### src/rtl/ntb_pkg.sv
package ntb_pkg;
	// configuration dword holding command (low half) and status (high half)
	localparam logic [11:0] NTB_CMDSTS_ADDR = 12'h004;
	localparam logic [11:0] NTB_STS_OFFSET = 12'h006;
	// command bit positions
	localparam int NTB_CMD_FWD_EN = 2;
	localparam int NTB_CMD_PERR_EN = 6;
	localparam int NTB_CMD_SERR_EN = 8;
	localparam int NTB_CMD_IRQ_DIS = 10;
	// status bit positions
	localparam int NTB_STS_IRQ_PEND = 3;
	localparam int NTB_STS_CAP_LIST = 4;
	localparam int NTB_STS_MDPE = 8;
	localparam int NTB_STS_RTA = 12;
	localparam int NTB_STS_RMA = 13;
	localparam int NTB_STS_SSE = 14;
	localparam int NTB_STS_DPE = 15;
	// reset values
	localparam logic NTB_CMD_BIT_RESET = 1'b0;
	localparam logic NTB_FLAG_RESET = 1'b0;
	localparam logic NTB_CAP_LIST_VALUE = 1'b1;
	localparam logic [31:0] NTB_RDATA_RESET = 32'h0000_0000;
	// read answer latency in cycles
	localparam int NTB_READ_LATENCY = 1;

	typedef enum logic [1:0] {
		NTB_REQ_MEM = 2'b00,
		NTB_REQ_IO = 2'b01,
		NTB_REQ_MSI = 2'b10,
		NTB_REQ_OTHER = 2'b11
	} ntb_req_kind_t;
endpackage : ntb_pkg

### src/rtl/ntb_flag_cell.sv
`timescale 1ns/100ps
`default_nettype none
module ntb_flag_cell (
	// clock and reset
	input wire logic clk,
	input wire logic rst,
	// event and software clear
	input wire logic set_evt,
	input wire logic clr_w1c,
	// flag
	output logic flag_q
);
	import ntb_pkg::*;

	// an event in the clearing cycle must not be lost, so set wins
	always_ff @(posedge clk or posedge rst) begin
		if (rst) begin
			flag_q <= NTB_FLAG_RESET;
		end else if (set_evt) begin
			flag_q <= 1'b1;
		end else if (clr_w1c) begin
			flag_q <= 1'b0;
		end
	end
endmodule : ntb_flag_cell
`default_nettype wire

### src/rtl/ntb_cmdsts_regs.sv
// Summary of operation
// forward-enable clear blocks memory, I/O, MSI requests; non-posted ones get UR.
// forward-enable never affects completions or other request kinds.
// with parity enable, poisoned completion, received or sent write sets master parity flag.
// fatal and non-fatal errors are reported only while system error enable is set.
// legacy IRQ disable set blocks INTx messages, never MSI; zero permits INTx.
// external side never generates INTx regardless of the disable bit.
// unused command bits and bits 15:11 are read-only zero.
// pending bit shows only the device's own INTx, not forwarded emulation.
// capability list bit is hardwired one and read-only.
// status bits 2:0, 6, 5, 7, 10:9, 11 read as zero.
// Completer Abort completion for own request sets received target abort flag.
// Unsupported Request completion for own request sets received master abort flag.
// sent fatal or non-fatal message with system error enable sets system error flag.
// any received poisoned TLP sets detected parity flag, regardless of parity enable.
// error flags clear on written one, keep on zero, set again on event.
// master parity flag never sets while parity enable is clear.
`timescale 1ns/100ps
`default_nettype none
module ntb_cmdsts_regs (
	// clock and reset
	input wire logic SYS_CLK,
	input wire logic RST,
	// configuration access
	input wire logic CFG_WR,
	input wire logic CFG_RD,
	input wire logic [11:0] CFG_ADDR,
	input wire logic [3:0] CFG_BE,
	input wire logic [31:0] CFG_WDATA,
	output logic [31:0] CFG_RDATA,
	output logic CFG_RVALID,
	// request path
	input wire logic REQ_VALID,
	input wire ntb_pkg::ntb_req_kind_t REQ_KIND,
	input wire logic REQ_NONPOSTED,
	output logic REQ_FWD,
	output logic REQ_UR,
	// completion path
	input wire logic CPL_VALID,
	output logic CPL_FWD,
	// error events
	input wire logic RX_POIS_CPL,
	input wire logic RX_POIS_WR,
	input wire logic TX_POIS_WR,
	input wire logic RX_POIS_TLP,
	input wire logic RX_CPL_CA,
	input wire logic RX_CPL_UR,
	input wire logic ERR_DETECT,
	output logic ERR_MSG_SEND,
	// legacy interrupt
	input wire logic SIDE_EXTERNAL,
	input wire logic OWN_IRQ_PEND,
	input wire logic FWD_EMUL_IRQ,
	output logic INTX_ASSERT
);
	import ntb_pkg::*;

	logic fwd_en_reg;
	logic perr_en_reg;
	logic serr_en_reg;
	logic irq_dis_reg;
	logic irq_pend_reg;
	logic mdpe_q, rta_q, rma_q, sse_q, dpe_q;
	logic hit_wr, hit_rd;
	logic blocked_kind;
	logic [15:0] cmd_view, sts_view;
	logic mdpe_set, dpe_set, sse_set;

	assign hit_wr = CFG_WR && (CFG_ADDR == NTB_CMDSTS_ADDR);
	assign hit_rd = CFG_RD && (CFG_ADDR == NTB_CMDSTS_ADDR);

	// command bits; only the two low byte lanes (0 and 1) hold writable bits
	always_ff @(posedge SYS_CLK or posedge RST) begin
		if (RST) begin
			fwd_en_reg <= NTB_CMD_BIT_RESET;
			perr_en_reg <= NTB_CMD_BIT_RESET;
			serr_en_reg <= NTB_CMD_BIT_RESET;
			irq_dis_reg <= NTB_CMD_BIT_RESET;
		end else if (hit_wr) begin
			if (CFG_BE[0]) begin
				fwd_en_reg <= CFG_WDATA[NTB_CMD_FWD_EN];
				perr_en_reg <= CFG_WDATA[NTB_CMD_PERR_EN];
			end
			if (CFG_BE[1]) begin
				serr_en_reg <= CFG_WDATA[NTB_CMD_SERR_EN];
				irq_dis_reg <= CFG_WDATA[NTB_CMD_IRQ_DIS];
			end
		end
	end

	// request gating; completions always pass
	assign blocked_kind = (REQ_KIND != NTB_REQ_OTHER) && !fwd_en_reg;
	always_ff @(posedge SYS_CLK or posedge RST) begin
		if (RST) begin
			REQ_FWD <= 1'b0;
			REQ_UR <= 1'b0;
			CPL_FWD <= 1'b0;
		end else begin
			REQ_FWD <= REQ_VALID && !blocked_kind;
			REQ_UR <= REQ_VALID && blocked_kind && REQ_NONPOSTED;
			CPL_FWD <= CPL_VALID;
		end
	end

	// error message to the root complex
	always_ff @(posedge SYS_CLK or posedge RST) begin
		if (RST) begin
			ERR_MSG_SEND <= 1'b0;
		end else begin
			ERR_MSG_SEND <= ERR_DETECT && serr_en_reg;
		end
	end

	// the external side has no INTx path at all, so the disable bit is moot there
	always_ff @(posedge SYS_CLK or posedge RST) begin
		if (RST) begin
			irq_pend_reg <= 1'b0;
			INTX_ASSERT <= 1'b0;
		end else begin
			irq_pend_reg <= OWN_IRQ_PEND;
			INTX_ASSERT <= OWN_IRQ_PEND && !irq_dis_reg && !SIDE_EXTERNAL;
		end
	end

	// flag set terms; forwarded emulation interrupts never reach the status
	assign mdpe_set = perr_en_reg && (RX_POIS_CPL || RX_POIS_WR || TX_POIS_WR);
	assign dpe_set = RX_POIS_TLP || RX_POIS_CPL || RX_POIS_WR;
	assign sse_set = ERR_DETECT && serr_en_reg;

	// write-one-to-clear flags all live in the upper status byte lane
	ntb_flag_cell u_mdpe (.clk(SYS_CLK), .rst(RST), .set_evt(mdpe_set),
		.clr_w1c(hit_wr && CFG_BE[3] && CFG_WDATA[16 + NTB_STS_MDPE]), .flag_q(mdpe_q));
	ntb_flag_cell u_rta (.clk(SYS_CLK), .rst(RST), .set_evt(RX_CPL_CA),
		.clr_w1c(hit_wr && CFG_BE[3] && CFG_WDATA[16 + NTB_STS_RTA]), .flag_q(rta_q));
	ntb_flag_cell u_rma (.clk(SYS_CLK), .rst(RST), .set_evt(RX_CPL_UR),
		.clr_w1c(hit_wr && CFG_BE[3] && CFG_WDATA[16 + NTB_STS_RMA]), .flag_q(rma_q));
	ntb_flag_cell u_sse (.clk(SYS_CLK), .rst(RST), .set_evt(sse_set),
		.clr_w1c(hit_wr && CFG_BE[3] && CFG_WDATA[16 + NTB_STS_SSE]), .flag_q(sse_q));
	ntb_flag_cell u_dpe (.clk(SYS_CLK), .rst(RST), .set_evt(dpe_set),
		.clr_w1c(hit_wr && CFG_BE[3] && CFG_WDATA[16 + NTB_STS_DPE]), .flag_q(dpe_q));

	// read views; every unlisted bit is a constant zero
	always_comb begin
		cmd_view = 16'h0000;
		cmd_view[NTB_CMD_FWD_EN] = fwd_en_reg;
		cmd_view[NTB_CMD_PERR_EN] = perr_en_reg;
		cmd_view[NTB_CMD_SERR_EN] = serr_en_reg;
		cmd_view[NTB_CMD_IRQ_DIS] = irq_dis_reg;
		sts_view = 16'h0000;
		sts_view[NTB_STS_IRQ_PEND] = irq_pend_reg;
		sts_view[NTB_STS_CAP_LIST] = NTB_CAP_LIST_VALUE;
		sts_view[NTB_STS_MDPE] = mdpe_q;
		sts_view[NTB_STS_RTA] = rta_q;
		sts_view[NTB_STS_RMA] = rma_q;
		sts_view[NTB_STS_SSE] = sse_q;
		sts_view[NTB_STS_DPE] = dpe_q;
	end

	// other offsets belong to neighbouring header blocks and read zero here
	always_ff @(posedge SYS_CLK or posedge RST) begin
		if (RST) begin
			CFG_RDATA <= NTB_RDATA_RESET;
			CFG_RVALID <= 1'b0;
		end else begin
			CFG_RVALID <= CFG_RD;
			CFG_RDATA <= hit_rd ? {sts_view, cmd_view} : NTB_RDATA_RESET;
		end
	end
endmodule : ntb_cmdsts_regs
`default_nettype wire

### config.mk
export PLATFORM = sky130hd
export DESIGN_NAME = ntb_cmdsts_regs
export DESIGN_NICKNAME = d
export VERILOG_FILES = /design/src/rtl/ntb_pkg.sv /design/src/rtl/ntb_flag_cell.sv /design/src/rtl/ntb_cmdsts_regs.sv
export SDC_FILE = /design/constraint.sdc
export NUM_CORES = 1
export LEC_CHECK = 0
export ABC_CLOCK_PERIOD_IN_PS = 920
export BUFFER_PORTS_ARGS = -buffer_cell sky130_fd_sc_hd__buf_2
export CORE_UTILIZATION = 37
export CTS_CLUSTER_DIAMETER = 30
export DETAILED_ROUTE_END_ITERATION = 6
export GPL_TIMING_DRIVEN = 0
export PLACE_DENSITY = 0.82
export RECOVER_POWER = 50
export REMOVE_ABC_BUFFERS = 1
export SYNTH_ARGS = -nofsm -noshare
export SYNTH_HDL_FRONTEND = slang
export SYNTH_HIERARCHICAL = 1
export SYNTH_SLANG_ARGS = --single-unit
### constraint.sdc
create_clock -name SYS_CLK -period 0.92 [get_ports SYS_CLK]
set_input_delay 0.138 -clock SYS_CLK [delete_from_list [all_inputs] [get_ports SYS_CLK]]
set_output_delay 0.138 -clock SYS_CLK [all_outputs]
set_load 0.01 [all_outputs]
# Word level (Yosys, flattened, before mapping)
# Cells that the tools add are included.
# W data, S select, Z words.
# word_totals
wordCells	61
register_bits	48
inputBits	67
out_inout_bits	38
# op_classes
reduce_logical	31
eq_ne	2
muxes	11
# ops
operator	count
$mux W32	1
$logic_and A1 B1 Y1	16
$eq A12 B3 Y1 const B	1
$mux W1	10
$reduce_bool A2 Y1	5
$logic_not A1 Y1	4
$logic_or A1 B1 Y1	4
$reduce_and A2 Y1	2
$ne A2 B2 Y1 const B	1

# Depth between registers and ports, before layout
# Gate-level depths: netlist (run 1).
# logic_depth
word_depth	6
mapped_depth	5
depth_no_buf	5

# By module
# The synthesis (run 1) kept the hierarchy.
# modules_own_cells
module	seq_area_each_um2	cells_per_inst	area_each_um2	n_inst
ntb_cmdsts_regs	550.5	83	1027.2	1
ntb_flag_cell	25.0	4	40.0	5

# Worst setup path before layout (run 1)
# OpenSTA, ideal clock, no wires.
# synth_timing
path_type	input to register
from	input port CFG_ADDR[8]
to	register u_dpe.flag_q
t_required_ps	802
arrival_time_ps	1423
path_stages	5
setup_time_ps	118
n_path_buf	0
path_slack_ps	-621
cell_sequence	or4_4 -> nor4_2 -> and2_1 -> inv_1 -> a21o_1
# synth_via
elab_chain_len	5
# synth_lines
item	line_no	text
from (decl)	ntb_cmdsts_regs.sv:27	input wire logic [11:0] CFG_ADDR,
$eq A12 B3 Y1	ntb_cmdsts_regs.sv:69	assign hit_wr = CFG_WR && (CFG_ADDR == NTB_CMDSTS_ADDR);
$logic_and A1 B1 Y1	ntb_cmdsts_regs.sv:69	
$logic_and A1 B1 Y1 (2 in series)	ntb_cmdsts_regs.sv:140	.clr_w1c(hit_wr && CFG_BE[3] && CFG_WDATA[16 + NTB_STS_DPE]), .flag_q(dpe_q));
$reduce_bool A2 Y1 (no source line)	-	
to (signal assigned)	ntb_flag_cell.sv:18	flag_q <= NTB_FLAG_RESET;
to (signal assigned)	ntb_flag_cell.sv:20	flag_q <= 1'b1;
to (signal assigned)	ntb_flag_cell.sv:22	flag_q <= 1'b0;
to (decl)	ntb_flag_cell.sv:11	output logic flag_q
# No other way between the ends.
# A chain may end at the register's enable or synchronous reset.

# Worst setup path in the final report (run 1)
# layout_timing
from	input port CFG_ADDR[3]
to	register u_rma.flag_q
# layout_via
elab_chain_len	5
# layout_lines
item	line_no	text
$eq A12 B3 Y1	ntb_cmdsts_regs.sv:69	
$logic_and A1 B1 Y1	ntb_cmdsts_regs.sv:69	
$logic_and A1 B1 Y1 (2 in series)	ntb_cmdsts_regs.sv:136	.clr_w1c(hit_wr && CFG_BE[3] && CFG_WDATA[16 + NTB_STS_RMA]), .flag_q(rma_q));
$reduce_bool A2 Y1 (no source line)	-	
to (signal assigned)	ntb_flag_cell.sv:18	
to (signal assigned)	ntb_flag_cell.sv:20	
to (signal assigned)	ntb_flag_cell.sv:22	
to (decl)	ntb_flag_cell.sv:11	
# No other way between the ends.

==> impl_metrics.toml, run 1 <==
[floorplan]
die_w_um = 59.6
rows = 20
ios = 105
core_um2 = 3100
start_util = 0.396
die_area_um2 = 3550
die_y_um = 59.6

[layout]
layout_commonest_cell = "buf_2"
largest-register = "CFG_RDATA"
largest_register_ffs = 11
drive_gt1_frac = 0.480
regArea_um2 = 676
final_nets = 245
diodes = 0
area_growth_syn_to_layout_pct = 38.7
multi_input_area_um2 = 454
layout_common_cells = "buf_2 (51), dfrtp_1 (27), conb_1 (21)"
fillers = 277

[synth]
synthCells = 103
syn_area_per_cell_um2 = 11.9
synth_area_leaders = "dfrtp_1 (55%), buf_4 (13%), and2_1 (8.2%)"
syn-cell-area_um2 = 1230
synth.distinct_cells = 19
synth_top_area_cell = "dfrtp_1"
ys_seq_area_frac = 0.550
synth-seq-cells = 27
yosysWarnings = 6
synth_top_area_share = 0.550

[routing]
drc = 0
ant_nets = 0
wl_per_cell_um = 9.51
drtIter0Drc = 17
via_per_inst = 4.09
wirelength_mm = 2.10
vias = 904
dr.pass1.iters = 3

[sta]
hold_slack_ns = -0.0352
period_minus_slack_ns = 1.33
setup_viol = 37
finalClockSkew_ns = 0.000853
post-route-period-util = 1.44
setup_ws_ns = -0.408
max_slew_margin = 0.468
rsz0062_at_grt = "true"
max_freq_mhz = 753
hold_violations = 22
tightest_slew_ns = 0.798
maxSlewViolCount = 0
fin_setup_tns_ns = -7.76

[clocking]
tritoncts = "built"
cts_sinks = 27
cts_root_buf = "clkbuf_4"
cts-buffers-inserted = 3
clk_latency_ns = 0.30
h-tree-depth = 1
clock_tree.buffer_depth = 2
path_clk_slew_ns = 0.13

[critical_path]
crit_family = "simple AND/OR/NAND/NOR gates"
r2r_cells = 2
critical_path.startpoint_type = "input pin"
end_kind = "flop"
timing.rr.start = "serr_en_reg$_DFFE_PP0P_"
slowest_delay_ns = 0.57
crit_chain = "buf_6 -> or4_4 -> nor4_4 -> buf_4 -> and2_4 -> inv_2 -> a21o_1"
path_max_fanout = 5
worst-setup-path-type = "in -> reg"
regToRegSetupSlack_ns = 0.13
crit_buf_inv = 3
reg2reg_to = "u_sse/flag_q$_DFFE_PP0P_"
crit_required_ns = 1.13
cp.depth = 7
slowest_stage = "or4_4"
cp.arrival_ns = 1.54

[worst_hold_path]
hold_path_class = "in -> async"

[run]
maxCapViolations = 0

[outcome]
failed_checks = "hold timing, setup timing"
outcome = "finished with violations"

[power]
p_leak_nw = 0.968
ir_drop_uv = 474
p_per_area_nw_per_um2 = 1130

[global_routing]
grt_pass1_vias = 795
antenna_found_initial = 0
gr-usage-all-layers = 0.127
grt-ovfl-total = 0
grt_max_degree = 23
grt_first_pass_wirelength_mm = 3.26

[placement]
portBuffers = 58
dp_hpwl_mm = 1.59
dp_slack_ns = -1.05
gp_congestion = 0.658
-- kinds of logic (layout without fill, tap and decap cells) --
| group | count (synthesis) | in the layout | share of synthesized area |
|---|---|---|---|
| buf+inv | 34 | 88 | 0.171 |
| compound gates | 7 | 7 | 0.0418 |
| flops | 27 | 27 | 0.550 |
| other cells | 1 | 21 | 0.00306 |
| simple gates | 30 | 30 | 0.197 |
| mux | 4 | 4 | 0.0367 |
-- timing repair --
action,in CTS,in global routing
endpoints found under the setup margin,37,37
buffers inserted,3,4
resized for setup,14,5
hold buffers,7,0
endpoints found under the hold margin,11,0
pin swaps,15,4
-- cells in the mapped netlist (all sizes together) --
master / n
buf: 22
or4b: 1
a21oi: 1
a21o: 5
nor3b: 1
and3: 1
nand2: 3
or4: 2
o31a: 1
mux2: 4
or3: 1
nor4: 4
dfrtp: 27
and2: 16
conb: 1
nor2b: 1
inv: 12
-- through the flow --
step,cells,instance area (um^2),utilization,total power (W)
2_1_floorplan,101,1140,-,0.00132
3_3_place_gp,203,1480,0.478,0.00143
3_5_place_dp,203,1480,0.478,0.00143
4_1_cts,217,1650,0.531,0.00194
5_1_grt,221,1700,0.549,0.00204
6_report,221,1700,0.549,0.00192
-- final cells by class --
cell class / count / share of cell area
Multi-Input combinational cell: 62 / 0.267
Inverter: 12 / 0.0265
Clock inverter: 1 / 0.00294
Timing Repair Buffer: 72 / 0.262
Tap cell: 44 / 0.0323
Clock buffer: 3 / 0.0132
Sequential cell: 27 / 0.397
-- layer usage --
layer,track usage,vias to the layer above,share of wire
li1,-,432,-
met1,0.138,406,0.37
met2,0.234,64,0.52
met5,0,-,0
met4,0.0598,0,0.0057
met3,0.0262,2,0.11
-- power breakdown --
group          leakage (nW)  switching, W  internal [W]
registers             0.352    0.00000428       0.00120
clock network        0.0177      0.000308      0.000162
logic                 0.599      0.000126      0.000121
-- how the worst max path moves through the flow --
stage,to,startpoint
2_1_floorplan,u_dpe/flag_q$_DFFE_PP0P_,CFG_ADDR[8]
3_3_place_gp,u_sse/flag_q$_DFFE_PP0P_,CFG_ADDR[8]
3_5_place_dp,u_rta/flag_q$_DFFE_PP0P_,CFG_ADDR[8]
4_1_cts,u_rta/flag_q$_DFFE_PP0P_,CFG_ADDR[9]
5_1_grt,u_mdpe/flag_q$_DFFE_PP0P_,CFG_ADDR[3]
6_report,u_rma/flag_q$_DFFE_PP0P_,CFG_ADDR[3]
No activity file was read; power rests on OpenSTA's default activity.
==> run 2, diff against run 1 <==
Settings changed: CORE_MARGIN set to 2.
==> run 2 against run 1 <==
Effect of this change: the flow still finishes with violations (hold timing, setup timing); non-clock buffer count is 1 higher; die area increased by 6.8%; via count is 3.2% higher; sequential share of layout area is 1.3 points lower; worst setup slack improved by 0.0014 ns; register-to-register slack about the same; clock power is 7.2% higher; clock-buffer cell count stayed put; final cell count grew 0.45%; largest cell class unchanged; largest power group unchanged.
==> impl_metrics.toml, run 2 (same netlist as run 1, synthesis figures left out) <==
[layout]
largest-register = "CFG_RDATA"
layout_common_cells = "buf_2 (47), dfrtp_1 (27), conb_1 (21)"
layout_commonest_cell = "buf_2"
drive_gt1_frac = 0.494
final_nets = 246
largest_register_ffs = 11
final_cells = 222
fillers = 284
area_growth_syn_to_layout_pct = 43.5
diodes = 0

[run]
maxCapViolations = 0

[floorplan]
rows = 20
die_y_um = 61.6
die_area_um2 = 3790
core_um2 = 3100
start_util = 0.396
ios = 105
die_w_um = 61.6

[clocking]
cts-buffers-inserted = 3
h-tree-depth = 1
clk_latency_ns = 0.32
tritoncts = "built"
path_clk_slew_ns = 0.14
cts_root_buf = "clkbuf_4"
clock_tree.buffer_depth = 2
cts_sinks = 27

[critical_path]
slowest_delay_ns = 0.59
regToRegSetupSlack_ns = 0.12
crit_end = "u_rma/flag_q$_DFFE_PP0P_"
crit_buf_inv = 3
end_kind = "flop"
worst-setup-path-type = "in -> reg"
timing.rr.start = "serr_en_reg$_DFFE_PP0P_"
path_max_fanout = 5
cp.depth = 7
critical_path.startpoint_type = "input pin"
r2r_cells = 2
cp.arrival_ns = 1.55
crit_family = "simple AND/OR/NAND/NOR gates"
reg2reg_to = "u_sse/flag_q$_DFFE_PP0P_"
crit_chain = "buf_6 -> or4_4 -> nor4_4 -> buf_4 -> and2_4 -> inv_2 -> a21o_1"
startpoint = "CFG_ADDR[4]"
crit_required_ns = 1.15
slowest_stage = "or4_4"

[global_routing]
antenna_found_initial = 0
use_met1 = 0.124
grt_max_degree = 23
top_usage_layer = "met2"
grt_use_met2 = 0.250
grt_pass1_vias = 842
grt_first_pass_wirelength_mm = 3.46
grt-ovfl-total = 0
gr-usage-all-layers = 0.126
grt_use_met3 = 0.0189

[power]
p_leak_nw = 0.982
seqPwrFrac = 0.614
pwr-share-clk = 0.256
power_w = 0.00197
ir_drop_uv = 505
p_per_area_nw_per_um2 = 1120
switching_power_w = 0.000473
internal_power_w = 0.00150
switching_share = 0.240
pwr-share-comb = 0.131

[outcome]
failed_checks = "hold timing, setup timing"
outcome = "finished with violations"

[routing]
wirelength_mm = 2.43
drtIter0Drc = 56
wl_per_cell_um = 10.9
vias = 933
via_per_inst = 4.20
drc = 0
ant_nets = 0
dr.pass1.iters = 2

[sta]
tightest_slew_ns = 0.785
hold_violations = 22
max_freq_mhz = 754
setup_viol = 37
finalClockSkew_ns = 0.00472
rsz0062_at_grt = "true"
fin_setup_tns_ns = -8.15
post-route-period-util = 1.44
setup_ws_ns = -0.407
max_slew_margin = 0.476
hold_slack_ns = -0.0476
period_minus_slack_ns = 1.33
maxSlewViolCount = 0

[worst_hold_path]
hold_path_class = "in -> async"

[placement]
dp_slack_ns = -1.00
portBuffers = 58
dp_hpwl_mm = 1.78
gp_congestion = 0.703
placed_cells = 203
==> run 2: cell count changes in the layout (fill, tap and decap cells not counted), sizes merged <==
cell and delta:
dlygate4sd3 +2, clkinvlp +1, clkinv -1, buf -1
==> run 2: layer usage <==
layer | wire [um] | part of all wire | vias up
met1 | 872 | 0.36 | 429
li1 | - | - | 437
met5 | 0 | 0 | -
met3 | 251 | 0.10 | 4
met4 | 29 | 0.012 | 0
met2 | 1270 | 0.52 | 63
==> run 2: layout make-up <==
| cell class | count | area (um^2) | share of cell area |
|---|---|---|---|
| clock buffer | 3 | 22.5 | 0.0128 |
| clock inverter | 1 | 7.51 | 0.00426 |
| inverter | 12 | 45.0 | 0.0256 |
| multi-input combinational | 62 | 462 | 0.262 |
| sequential | 27 | 676 | 0.384 |
| tap | 44 | 55.1 | 0.0312 |
| timing repair buffer | 73 | 494 | 0.281 |
==> run 2: power groups by stage <==
| stage | Clock (W) | Combinational (W) | Sequential [W] |
|---|---|---|---|
| 2_1_floorplan | 0 | 0.0000878 | 0.00124 |
| 3_3_place_gp | 0 | 0.000199 | 0.00123 |
| 3_5_place_dp | 0 | 0.000203 | 0.00123 |
| 4_1_cts | 0.000530 | 0.000236 | 0.00121 |
| 5_1_grt | 0.000581 | 0.000285 | 0.00121 |
| 6_report | 0.000504 | 0.000258 | 0.00121 |
==> run 2: stage by stage <==
stage	cell area [um^2]	utilization
2_1_floorplan	1140	-
3_3_place_gp	1480	0.478
3_5_place_dp	1480	0.478
4_1_cts	1650	0.533
5_1_grt	1760	0.568
6_report	1760	0.568
==> run 2: what timing repair did <==
| item | CTS | global route |
|---|---|---|
| endpoints found under the hold margin | 11 | 2 |
| cloned | 0 | 1 |
| resized for setup | 16 | 14 |
| endpoints found under the setup margin | 37 | 37 |
| hold buffers | 7 | 2 |
| setup buffers | 3 | 2 |
| pin swaps | 15 | 10 |
==> run 2: worst min path at each step <==
stage | start | end | slack, ns
2_1_floorplan | RST | u_dpe/flag_q$_DFFE_PP0P_ | -0.13
5_1_grt | CFG_WDATA[2] | fwd_en_reg$_DFFE_PP0P_ | 0.005
3_3_place_gp | RST | u_rta/flag_q$_DFFE_PP0P_ | 0.03
4_1_cts | RST | CFG_RVALID$_DFF_PP0_ | -0.02
6_report | RST | ERR_MSG_SEND$_DFF_PP0_ | -0.05
3_5_place_dp | RST | u_sse/flag_q$_DFFE_PP0P_ | 0.04
==> run 3, diff against run 2 <==
Settings changed: PLACE_DENSITY 0.82 to 0.78.
==> run 3 against run 2 <==
Effect of this change: the run still ends with hold timing, setup timing left; sequential share of layout area rose by 1.4 points; sequential power barely moved; global-route usage fell by 1.4 points; non-clock buffer count fell by 2; first-iteration DRC count fell by 70%; fmax rose by 0.75%; final cell count fell by 0.90%; critical path depth fell by 3; die area did not move; utilization fell by 2.0 points; design area fell by 3.6%; largest power group unchanged; highest routed layer unchanged.
==> impl_metrics.toml, run 3 (same netlist as run 1, synthesis figures left out) <==
[outcome]
outcome = "finished with violations"
failed_checks = "hold timing, setup timing"

[run]
maxCapViolations = 0

[floorplan]
die_area_um2 = 3790
ios = 105
core_um2 = 3100
rows = 20
start_util = 0.396
die_w_um = 61.6
die_y_um = 61.6

[routing]
vias = 900
wl_per_cell_um = 9.93
drtIter0Drc = 17
ant_nets = 0
drc = 0
via_per_inst = 4.09
wirelength_mm = 2.19
dr.pass1.iters = 4

[sta]
max_slew_margin = 0.488
rsz0062_at_grt = "true"
hold_slack_ns = -0.0519
hold_violations = 22
tightest_slew_ns = 0.768
max_freq_mhz = 759
post-route-period-util = 1.43
maxSlewViolCount = 0
finalClockSkew_ns = 0.00932
setup_viol = 37
period_minus_slack_ns = 1.32
setup_ws_ns = -0.397

[layout]
fin_util = 0.548
diodes = 0
largest-register = "CFG_RDATA"
layout_common_cells = "buf_2 (52), dfrtp_1 (27), conb_1 (21)"
final_cells = 220
layout_commonest_cell = "buf_2"
fin_area_um2 = 1700
fillers = 305
largest_register_ffs = 11
final_nets = 244
area_growth_syn_to_layout_pct = 38.4
drive_gt1_frac = 0.489

[worst_hold_path]
hold_path_class = "in -> async"

[critical_path]
critical_path.startpoint_type = "input pin"
slowest_stage = "or4b_4"
crit_required_ns = 1.12
end_kind = "flop"
worst-setup-path-type = "in -> reg"
slowest_delay_ns = 0.59
cp.arrival_ns = 1.52
crit_chain = "buf_6 -> or4b_4 -> nor4_4 -> mux2_1"
path_max_fanout = 4
crit_buf_inv = 1
crit_family = "simple AND/OR/NAND/NOR gates"

[global_routing]
grt_pass1_vias = 732
antenna_found_initial = 0
grt_first_pass_wirelength_mm = 3.07
grt_max_degree = 23
gr-usage-all-layers = 0.112
grt-ovfl-total = 0

[placement]
placed_area_um2 = 1480
gp_congestion = 0.723
placed_cells = 203
dp_hpwl_mm = 1.69
portBuffers = 58

[power]
ir_drop_uv = 422
p_per_area_nw_per_um2 = 1140
p_leak_nw = 0.963

[clocking]
clk_latency_ns = 0.31
tritoncts = "built"
path_clk_slew_ns = 0.14
clock_tree.buffer_depth = 2
cts-buffers-inserted = 3
cts_root_buf = "clkbuf_4"
cts_sinks = 27
h-tree-depth = 1
[run 3: power by group]
| part | total [W] | internal (W) | switching [W] |
|---|---|---|---|
| combinational | 0.000244 | 0.000117 | 0.000127 |
| clock | 0.000486 | 0.000169 | 0.000317 |
| sequential | 0.00121 | 0.00120 | 0.00000443 |
[run 3: per-layer routing]
layer	track usage	routed length, um	up-vias
li1	-	-	434
met1	0.135	845	401
met2	0.197	1060	63
met3	0.0210	274	2
met4	0.0456	2	0
met5	0	0	-
[run 3: metrics by stage]
stage	worst slack [ns]	power, W	setup TNS, ns
final	-0.397	0.00194	-7.76
after global routing	-0.418	0.00203	-9.09
after global placement	-1.01	0.00143	-18.44
after detailed placement	-1.01	0.00143	-18.66
after CTS	-0.411	0.00195	-7.68
after floorplan	-0.621	0.00132	-11.21
[run 3: final timing paths]
kind | endpoint | depth (start not counted) | slack (ns) | start
hold / removal | serr_en_reg$_DFFE_PP0P_ | 2 | -0.05 | RST
setup / recovery | irq_dis_reg$_DFFE_PP0P_ | 4 | -0.40 | CFG_ADDR[7]
setup reg to reg | u_sse/flag_q$_DFFE_PP0P_ | 2 | 0.13 | serr_en_reg$_DFFE_PP0P_
hold reg to reg | INTX_ASSERT$_DFF_PP0_ | 1 | 0.45 | irq_dis_reg$_DFFE_PP0P_
max in group asynchronous | CFG_RDATA[2]$_DFF_PP0_ | 2 | 0.48 | RST
min in group SYS_CLK | irq_dis_reg$_DFFE_PP0P_ | 2 | 0.04 | CFG_WDATA[10]
[run 3: cell type report]
| class | instances | area (um^2) | share of cell area |
|---|---|---|---|
| multi-input cells | 62 | 458 | 0.270 |
| inverters | 12 | 45.0 | 0.0265 |
| well taps | 44 | 55.1 | 0.0324 |
| flip-flops and latches | 27 | 676 | 0.398 |
| clock buffers | 4 | 26.3 | 0.0155 |
| repair buffers | 71 | 439 | 0.258 |
[run 3: repair_timing]
action                                 CTS  global route
buffers inserted                         3             3
pin swaps                               15             6
gates resized for setup                 15             6
hold buffers                             7             0
setup endpoints to repair               37            37
endpoints found under the hold margin   11             0
